--- config.mk ---
export PLATFORM = sky130hd
export DESIGN_NAME = crs_sequencer
export DESIGN_NICKNAME = d
export VERILOG_FILES = /design/src/pkg/crs_pkg.sv /design/src/hw/crs_counter.sv /design/src/hw/crs_sequencer.sv
export SDC_FILE = /design/constraint.sdc
export NUM_CORES = 1
export LEC_CHECK = 0
export BUFFER_PORTS_ARGS = -buffer_cell sky130_fd_sc_hd__buf_4
export CORE_ASPECT_RATIO = 1.4
export CORE_UTILIZATION = 42
export DETAILED_ROUTE_END_ITERATION = 7
export HOLD_SLACK_MARGIN = 0.08
export SYNTH_ARGS = -nofsm -noshare
export SYNTH_HDL_FRONTEND = slang
export SYNTH_SLANG_ARGS = --single-unit
--- constraint.sdc ---
create_clock -name clk -period 4.3 [get_ports clk]
set_input_delay 0.86 -clock clk [delete_from_list [all_inputs] [get_ports clk]]
set_output_delay 0.86 -clock clk [all_outputs]
set_load 0.01 [all_outputs]
--- src/pkg/crs_pkg.sv ---
// Package: constants for the clock and reset sequencer.
// Assumes one clock (the oscillator clock) at 250 MHz, 4 ns period.
package crs_pkg;
  localparam int unsigned LockCycles    = 131072;
  localparam int unsigned WdogCycles    = 512;
  localparam int unsigned BusDlyCycles  = 32;
  localparam int unsigned BootHoldCyc   = 200;
  localparam int unsigned ExtRstMinCyc  = 8;
  localparam int unsigned MulWidth      = 16;
  localparam int unsigned DivWidth      = 2;
  localparam int unsigned BootWidth     = 4;
  localparam logic [15:0] MulReset      = 16'h0000;
  localparam logic [1:0]  ClkOutDivRst  = 2'h0;
  // Clock select codes: system clock as a multiple of oscillator
  localparam logic [2:0]  SelDiv2       = 3'h0;
  localparam logic [2:0]  SelX1         = 3'h1;
  localparam logic [2:0]  SelX2         = 3'h2;
  localparam logic [2:0]  SelX4         = 3'h3;
  localparam logic [15:0] MulCodeX2     = 16'h0004;
  localparam logic [15:0] MulCodeX4     = 16'h0008;
  typedef enum logic [1:0] {StReset, StBusWait, StRun, StLock} crs_state_t;
endpackage

--- src/hw/crs_counter.sv ---
// Down counter used for lock-up and reset intervals.
// Assumes same clock and reset as the sequencer.
`timescale 1ns/1ps
module crs_counter #(
  parameter int unsigned Width = 18
) (
  input  wire logic             clk,
  input  wire logic             arst_n,
  input  wire logic             load,
  input  wire logic [Width-1:0] loadVal,
  output logic                  done
);
  logic [Width-1:0] cnt_q;
  logic [Width-1:0] cnt_d;
  logic             done_d;

  assign cnt_d  = load ? loadVal :
                  (cnt_q != '0) ? cnt_q - Width'(1) : cnt_q;
  assign done_d = !load && (cnt_q <= Width'(1));

  always_ff @(posedge clk or negedge arst_n) begin
    if (!arst_n) begin
      cnt_q <= '0;
      done  <= 1'h0;
    end else begin
      cnt_q <= cnt_d;
      done  <= done_d;
    end
  end
endmodule

--- src/hw/crs_sequencer.sv ---
// Clock and reset sequencer: lock-up phase, clock select, reset timing.
// Assumes all logic on the oscillator clock; reset and straps are async.
`timescale 1ns/1ps
module crs_sequencer #(
  parameter int unsigned LockCycles = crs_pkg::LockCycles,
  parameter int unsigned MulWidth   = crs_pkg::MulWidth
) (
  input  wire logic                           clk,
  input  wire logic                           arst_n,
  input  wire logic                           external_reset_n,
  input  wire logic                           watchdogReset,
  input  wire logic                           mulWrite,
  input  wire logic [MulWidth-1:0]            mulData,
  input  wire logic [crs_pkg::DivWidth-1:0]   divWrData,
  input  wire logic                           divWrite,
  input  wire logic [crs_pkg::BootWidth-1:0]  bootPins,
  output logic [2:0]                          sysClkSel,
  output logic [crs_pkg::DivWidth-1:0]        clock_output_divider,
  output logic                                lockBusy,
  output logic                                coreReset_n,
  output logic                                busValid,
  output logic [crs_pkg::BootWidth-1:0]       bootMode,
  output logic                                bootValid
);
  // Counter wide enough for the longest interval
  localparam int unsigned MaxCyc = (LockCycles > crs_pkg::WdogCycles)
                                   ? LockCycles : crs_pkg::WdogCycles;
  localparam int unsigned CntW   = $clog2(MaxCyc + 1);

  logic                          rstS1_q;
  logic                          rstS2_q;
  logic [crs_pkg::BootWidth-1:0] bootS1_q;
  logic [crs_pkg::BootWidth-1:0] bootS2_q;
  logic [MulWidth-1:0]           mul_q;
  crs_pkg::crs_state_t           state_q;
  crs_pkg::crs_state_t           state_d;
  logic                          wdPend_q;
  logic                          cntLoad;
  logic [CntW-1:0]               cntVal;
  logic                          cntDone;
  logic [2:0]                    selNew;
  logic                          inReset;
  logic                          wdHit;
  logic                          wrOpen;
  logic                          clrRegs;
  logic                          bootTake;
  logic                          runNext;
  logic                          validNext;

  function automatic logic [2:0] decodeMul(input logic [MulWidth-1:0] m);
    if (m == MulWidth'(crs_pkg::MulCodeX4))
      decodeMul = crs_pkg::SelX4;
    else if (m == MulWidth'(crs_pkg::MulCodeX2))
      decodeMul = crs_pkg::SelX2;
    else if (m == '0)
      decodeMul = crs_pkg::SelDiv2;
    else
      decodeMul = crs_pkg::SelX1;
  endfunction

  // Two-stage synchroniser for the reset pin
  always_ff @(posedge clk or negedge arst_n) begin
    if (!arst_n) begin
      rstS1_q <= 1'h0;
      rstS2_q <= 1'h0;
    end else begin
      rstS1_q <= external_reset_n;
      rstS2_q <= rstS1_q;
    end
  end

  // Two-stage synchroniser for the boot straps
  always_ff @(posedge clk or negedge arst_n) begin
    if (!arst_n) begin
      bootS1_q <= '0;
      bootS2_q <= '0;
    end else begin
      bootS1_q <= bootPins;
      bootS2_q <= bootS1_q;
    end
  end

  // Reset low relies on supervisor pulse width of at least 8 cycles
  assign inReset = !rstS2_q;
  assign selNew  = decodeMul(mul_q);

  // Decodes shared by counter, state and register logic
  assign wdHit     = watchdogReset && state_q != crs_pkg::StReset;
  assign wrOpen    = state_q == crs_pkg::StRun
                     || state_q == crs_pkg::StLock;
  assign clrRegs   = inReset || wdHit;
  assign bootTake  = state_q == crs_pkg::StReset
                     && state_d == crs_pkg::StBusWait;
  assign runNext   = state_d == crs_pkg::StRun;
  assign validNext = runNext || state_d == crs_pkg::StLock;

  // Interval counter loads: reset pin, then watchdog, then writes, then bus delay once the watchdog interval ends
  always_comb begin
    cntLoad = 1'h0;
    cntVal  = '0;
    if (inReset) begin
      cntLoad = 1'h1;
      cntVal  = CntW'(crs_pkg::BusDlyCycles);
    end else if (wdHit) begin
      cntLoad = 1'h1;
      cntVal  = CntW'(crs_pkg::WdogCycles - 1);
    end else if (mulWrite && wrOpen) begin
      cntLoad = 1'h1;
      cntVal  = CntW'(LockCycles - 1);
    end else if (state_q == crs_pkg::StReset && wdPend_q && cntDone) begin
      cntLoad = 1'h1;
      cntVal  = CntW'(crs_pkg::BusDlyCycles);
    end
  end

  crs_counter #(.Width(CntW)) uCnt (
    .clk     (clk),
    .arst_n  (arst_n),
    .load    (cntLoad),
    .loadVal (cntVal),
    .done    (cntDone)
  );

  always_comb begin
    state_d = state_q;
    case (state_q)
      crs_pkg::StReset: begin
        if (!inReset && !wdPend_q)
          state_d = crs_pkg::StBusWait;
        else if (!inReset && cntDone)
          state_d = crs_pkg::StBusWait;
      end
      crs_pkg::StBusWait: begin
        if (cntDone && !cntLoad)
          state_d = crs_pkg::StRun;
      end
      crs_pkg::StRun: begin
        if (mulWrite)
          state_d = crs_pkg::StLock;
      end
      crs_pkg::StLock: begin
        if (cntDone && !cntLoad)
          state_d = crs_pkg::StRun;
      end
      default: state_d = crs_pkg::StReset;
    endcase
    // Any reset source overrides the normal flow
    if (clrRegs)
      state_d = crs_pkg::StReset;
  end

  // State and watchdog stretch request
  always_ff @(posedge clk or negedge arst_n) begin
    if (!arst_n) begin
      state_q  <= crs_pkg::StReset;
      wdPend_q <= 1'h0;
    end else begin
      state_q <= state_d;
      if (inReset)
        wdPend_q <= 1'h0;
      else if (wdHit)
        wdPend_q <= 1'h1;
      else if (state_d == crs_pkg::StBusWait)
        wdPend_q <= 1'h0;
    end
  end

  // Software fields, cleared by any reset, refused outside run and lock
  always_ff @(posedge clk or negedge arst_n) begin
    if (!arst_n) begin
      mul_q                <= MulWidth'(crs_pkg::MulReset);
      clock_output_divider <= crs_pkg::ClkOutDivRst;
    end else if (clrRegs) begin
      mul_q                <= MulWidth'(crs_pkg::MulReset);
      clock_output_divider <= crs_pkg::ClkOutDivRst;
    end else if (wrOpen) begin
      if (mulWrite)
        mul_q <= mulData;
      if (divWrite)
        clock_output_divider <= divWrData;
    end
  end

  // Clock select and status outputs follow the next state
  always_ff @(posedge clk or negedge arst_n) begin
    if (!arst_n) begin
      sysClkSel   <= crs_pkg::SelDiv2;
      lockBusy    <= 1'h0;
      coreReset_n <= 1'h0;
      busValid    <= 1'h0;
    end else begin
      sysClkSel   <= runNext ? selNew : crs_pkg::SelDiv2;
      lockBusy    <= (state_d == crs_pkg::StLock);
      coreReset_n <= (state_d != crs_pkg::StReset);
      busValid    <= validNext;
    end
  end

  // Straps held by board 200 cycles, sampled as reset ends, at entry to bus wait
  always_ff @(posedge clk or negedge arst_n) begin
    if (!arst_n) begin
      bootMode  <= '0;
      bootValid <= 1'h0;
    end else if (bootTake) begin
      bootMode  <= bootS2_q;
      bootValid <= 1'h1;
    end else if (state_d == crs_pkg::StReset) begin
      bootValid <= 1'h0;
    end
  end
endmodule

==> impl_metrics.toml <==
[status]
outcome = "finished clean"

[power]
vdd_ir_drop_max_v = 0.000239
power.share.clock_pct = 35.4
static-leakage-power_nw = 1.48
internal_power_contribution_mw = 1.09
seq_power_share_pct = 43.6
power_switching_mw = 0.466
pwr-share-comb_pct = 21.0
power_density_nw_per_um2 = 490
design_power_total_mw = 1.55
power.switching_fraction_pct = 30.0

[timing]
slew-limit-headroom_pct = 30.0
final_max_slew_viol_count = 0
fin_setup_tns_ps = 0
fin_skew_ps = 7.01
slew_worst_pin_ps = 1050
final_number_of_setup_violating_endpoints = 0
clock.fmax_mhz = 404
final.period_utilization_pct = 57.5
final-hold-violation-count = 0
period_needed_ps = 2470
rsz0062_at_grt = "false"
hold_ws_ps = 350
finalWorstSetupSlack_ps = 1830

[critical_path]
cp_slowest_stage_delay_ps = 600
worst-path-max-fanout = 12
timing_worst_setup_path_type = "flop to flop"
critical_path_arrival_ps = 2730
timing.rr.start = "uCnt.cnt_q[0]"
cp_top_family = "simple AND/OR/NAND/NOR gates"
timing.rr.end = "uCnt.cnt_q[16]"
critPathCaptureType = "flop"
timing.critical_path.from_type = "flop"
worst-r2r-cell-count = 6
worst_ep_required_time_ps = 4550
setup.reg_to_reg.worst_slack_ps = 1830
cp.buffers_inverters = 1
crit_path_cell_trace = "inv_1 > ha_1 > or4b_1 > or3_4 > or4_1 > nand3_1"
cp_slowest_cell = "or4b_1"

[logic_synthesis]
post_synth_inst_count = 231
postSynthNetCount = 261
async_flop_share_pct = 100
synthMuxAreaShare_pct = 2.51
synth_top_cells_by_area = "dfrtp_1 57%, a22o_1 5.6%, nor3_1 2.3%"
ys_ff_latch = 60
syn_area_sq_um = 2640
synth-simple-area-share_pct = 18.1
synth.top_cells.by_count = "60 x dfrtp_1, 17 x a22o_1, 12 x nor2_1, 12 x nor3_1, 10 x o21ai_0"
synth_compound_gate_area_share_pct = 16.1
synth-xor-area-share_pct = 1.99
synth-seq-area-share_pct = 56.8
synthDominantCellAreaShare_pct = 56.8
combinational_family_with_the_most_area_after_synthesis = "simple AND/OR/NAND/NOR gates"
synth.largest_area_cell = "dfrtp_1"
main_synth_ff_type = "dfrtp_1"
yosysWarningCount = 0
synth.distinct_cells = 50
synth_edf_count = 0
synthesized_area_per_cell_sq_um = 11.4
synth_most_common_cell = "dfrtp_1"
yosys.area_share.adder_pct = 0.947

[placement]
placed_cell_area_sq_um = 2960
place.gp.congestion = 0.836
setup_slack_placement_ps = 1830
port_buffers = 39
dpl.hpwl_microns = 3740

[grt]
grt_pass1_wl_microns = 9140
initial_antenna_violation_count = 0
globalRouteOverflowTotal = 0
grt_start_max_net_pins = 61
global_route.usage.total_pct = 18.1
grt_pass1_vias = 1915

[routing]
postRouteAntennaNets = 0
met3RoutedLength_microns = 203
drt-initial-drc-count = 105
route.vias.total = 1973
wl_met1_microns = 2430
routed_wirelength_microns = 5440
route.detailed.vias_per_inst = 5.72
route.detailed.drc = 0
drtPass1Iterations = 4
avgRoutedWirePerCell_microns = 15.8
met2_length_microns = 2680
highest-signal-layer = "met4"

[clock_network]
insertion_delay_ps = 330
clock_tree.root_cell = "clkbuf_8"
cts_buffers = 9
htree_levels = 3
cts_hold_repair.buffers = 0
post-cts-setup-buffers = 0
clockBufferDepth = 2
clock_tree_from_tritoncts = "yes"
cts.reportedPaths.clkPinSlew_ps = 70
cts.sinks = 60
resized_gates_after_cts = 0

[floorplanning]
chipHeight_microns = 95.8
core_region_area_sq_um = 5950
std_cell_rows = 33
starting_density_pct = 44.4
top_level_ports = 41
floorplan.die_area_sq_um = 6610
die_width_microns = 69.0

[run]
cap_violations = 0

[layout]
post-route-cell-area_sq_um = 3170
design.final.nets = 300
flow.area_growth_from_synthesis_pct = 20.1
regArea_sq_um = 1500
diodes = 0
fillCellCount = 553
area_of_the_multi_input_gates_sq_um = 1050
fraction_of_layout_instances_using_a_drive_strength_above_1_pct = 24.7

[min_path]
worst_hold_path.endpoint = "bootS2_q[3]"
min-delay-path-class = "flop to flop"
timing.hold.worst_path_depth = 0
hp_start = "bootS1_q[3]"
==> power groups by stage <==
| stage | logic [mW] | registers [mW] | clock network, mW |
|---|---|---|---|
| 4_1_cts | 0.331 | 0.677 | 0.564 |
| 5_1_grt | 0.365 | 0.688 | 0.586 |
| 3_3_place_gp | 0.327 | 0.687 | 0 |
| 6_report | 0.327 | 0.678 | 0.550 |
| 2_1_floorplan | 0.235 | 0.676 | 0 |
| 3_5_place_dp | 0.329 | 0.688 | 0 |
==> layout by cell type, fill, tap and decap left out, types with 3 or more instances in the layout <==
| cell type | instances |
|---|---|
| a21oi_1 | 9 |
| a22o_1 | 17 |
| a31oi_1 | 3 |
| buf_4 | 39 |
| clkbuf_8 | 9 |
| clkinv_2 | 3 |
| dfrtp_1 | 60 |
| inv_1 | 7 |
| mux2_2 | 5 |
| nand2_1 | 8 |
| nand3_1 | 6 |
| nand4_1 | 3 |
| nor2_1 | 12 |
| nor3_1 | 12 |
| nor4_1 | 7 |
| o211ai_1 | 4 |
| o21a_1 | 5 |
| o21ai_0 | 10 |
| o31ai_1 | 3 |
| or2_2 | 3 |
| or3_1 | 9 |
| xnor2_1 | 3 |
| xor2_1 | 3 |
==> cells by family (layout without fill, tap and decap cells) <==
kind of cell / after synthesis / count (layout)
AO/OA/AOI/OAI: 59 / 59
XOR/XNOR: 6 / 6
adder cells (fa/ha/maj): 2 / 2
buffers and inverters: 18 / 62
flip-flops: 60 / 60
multiplexers: 6 / 6
other: 1 / 1
AND/OR/NAND/NOR: 79 / 79
==> state kept, by name (all words and copies together), names as in the netlist <==
name,cells
wdPend_q,1
uCnt.cnt_q,18
busValid,1
clock_output_divider,2
uCnt.done,1
rstS2_q,1
rstS1_q,1
bootS1_q,4
sysClkSel,2
bootMode,4
lockBusy,1
coreReset_n,1
bootS2_q,4
bootValid,1
mul_q,16
state_q,2
==> per-layer routing <==
layer / GRT usage (%) / vias up
li1: - / 947
met2: 29.9 / 45
met4: 11.4 / 0
met1: 21.9 / 968
met5: 0 / -
met3: 3.46 / 13
==> worst max path at each step <==
stage                     end     startpoint  cells after the start  slack, ps
3_3_place_gp   uCnt.cnt_q[16]  watchdogReset                      5       1840
6_report       uCnt.cnt_q[16]  uCnt.cnt_q[0]                      6       1830
4_1_cts        uCnt.cnt_q[16]  uCnt.cnt_q[0]                      6       1820
2_1_floorplan  uCnt.cnt_q[16]  uCnt.cnt_q[0]                      7       2090
3_5_place_dp   uCnt.cnt_q[16]  watchdogReset                      5       1830
5_1_grt        uCnt.cnt_q[14]  uCnt.cnt_q[0]                      6       1680
==> worst register-to-register path, cell delays in order, from the launching register on <==
cell	delay [ps]
dfrtp_1	420
inv_1	110
ha_1	220
or4b_1	600
or3_4	460
or4_1	480
nand3_1	100
==> final cells by class <==
cell class	instances	area share [%]
Clock inverter	7	2.88
Timing Repair Buffer	39	9.23
Multi-Input combinational cell	153	33.1
Sequential cell	60	47.3
Tap cell	70	2.76
Inverter	7	0.828
Clock buffer	9	3.90
==> stage by stage <==
step,utilization (%),cells
finish,53.4,345
global route,53.4,345
CTS,53.4,345
detailed placement,49.7,329
global placement,49.7,329
floorplan,-,231
Power figures use the tool's default switching activity.
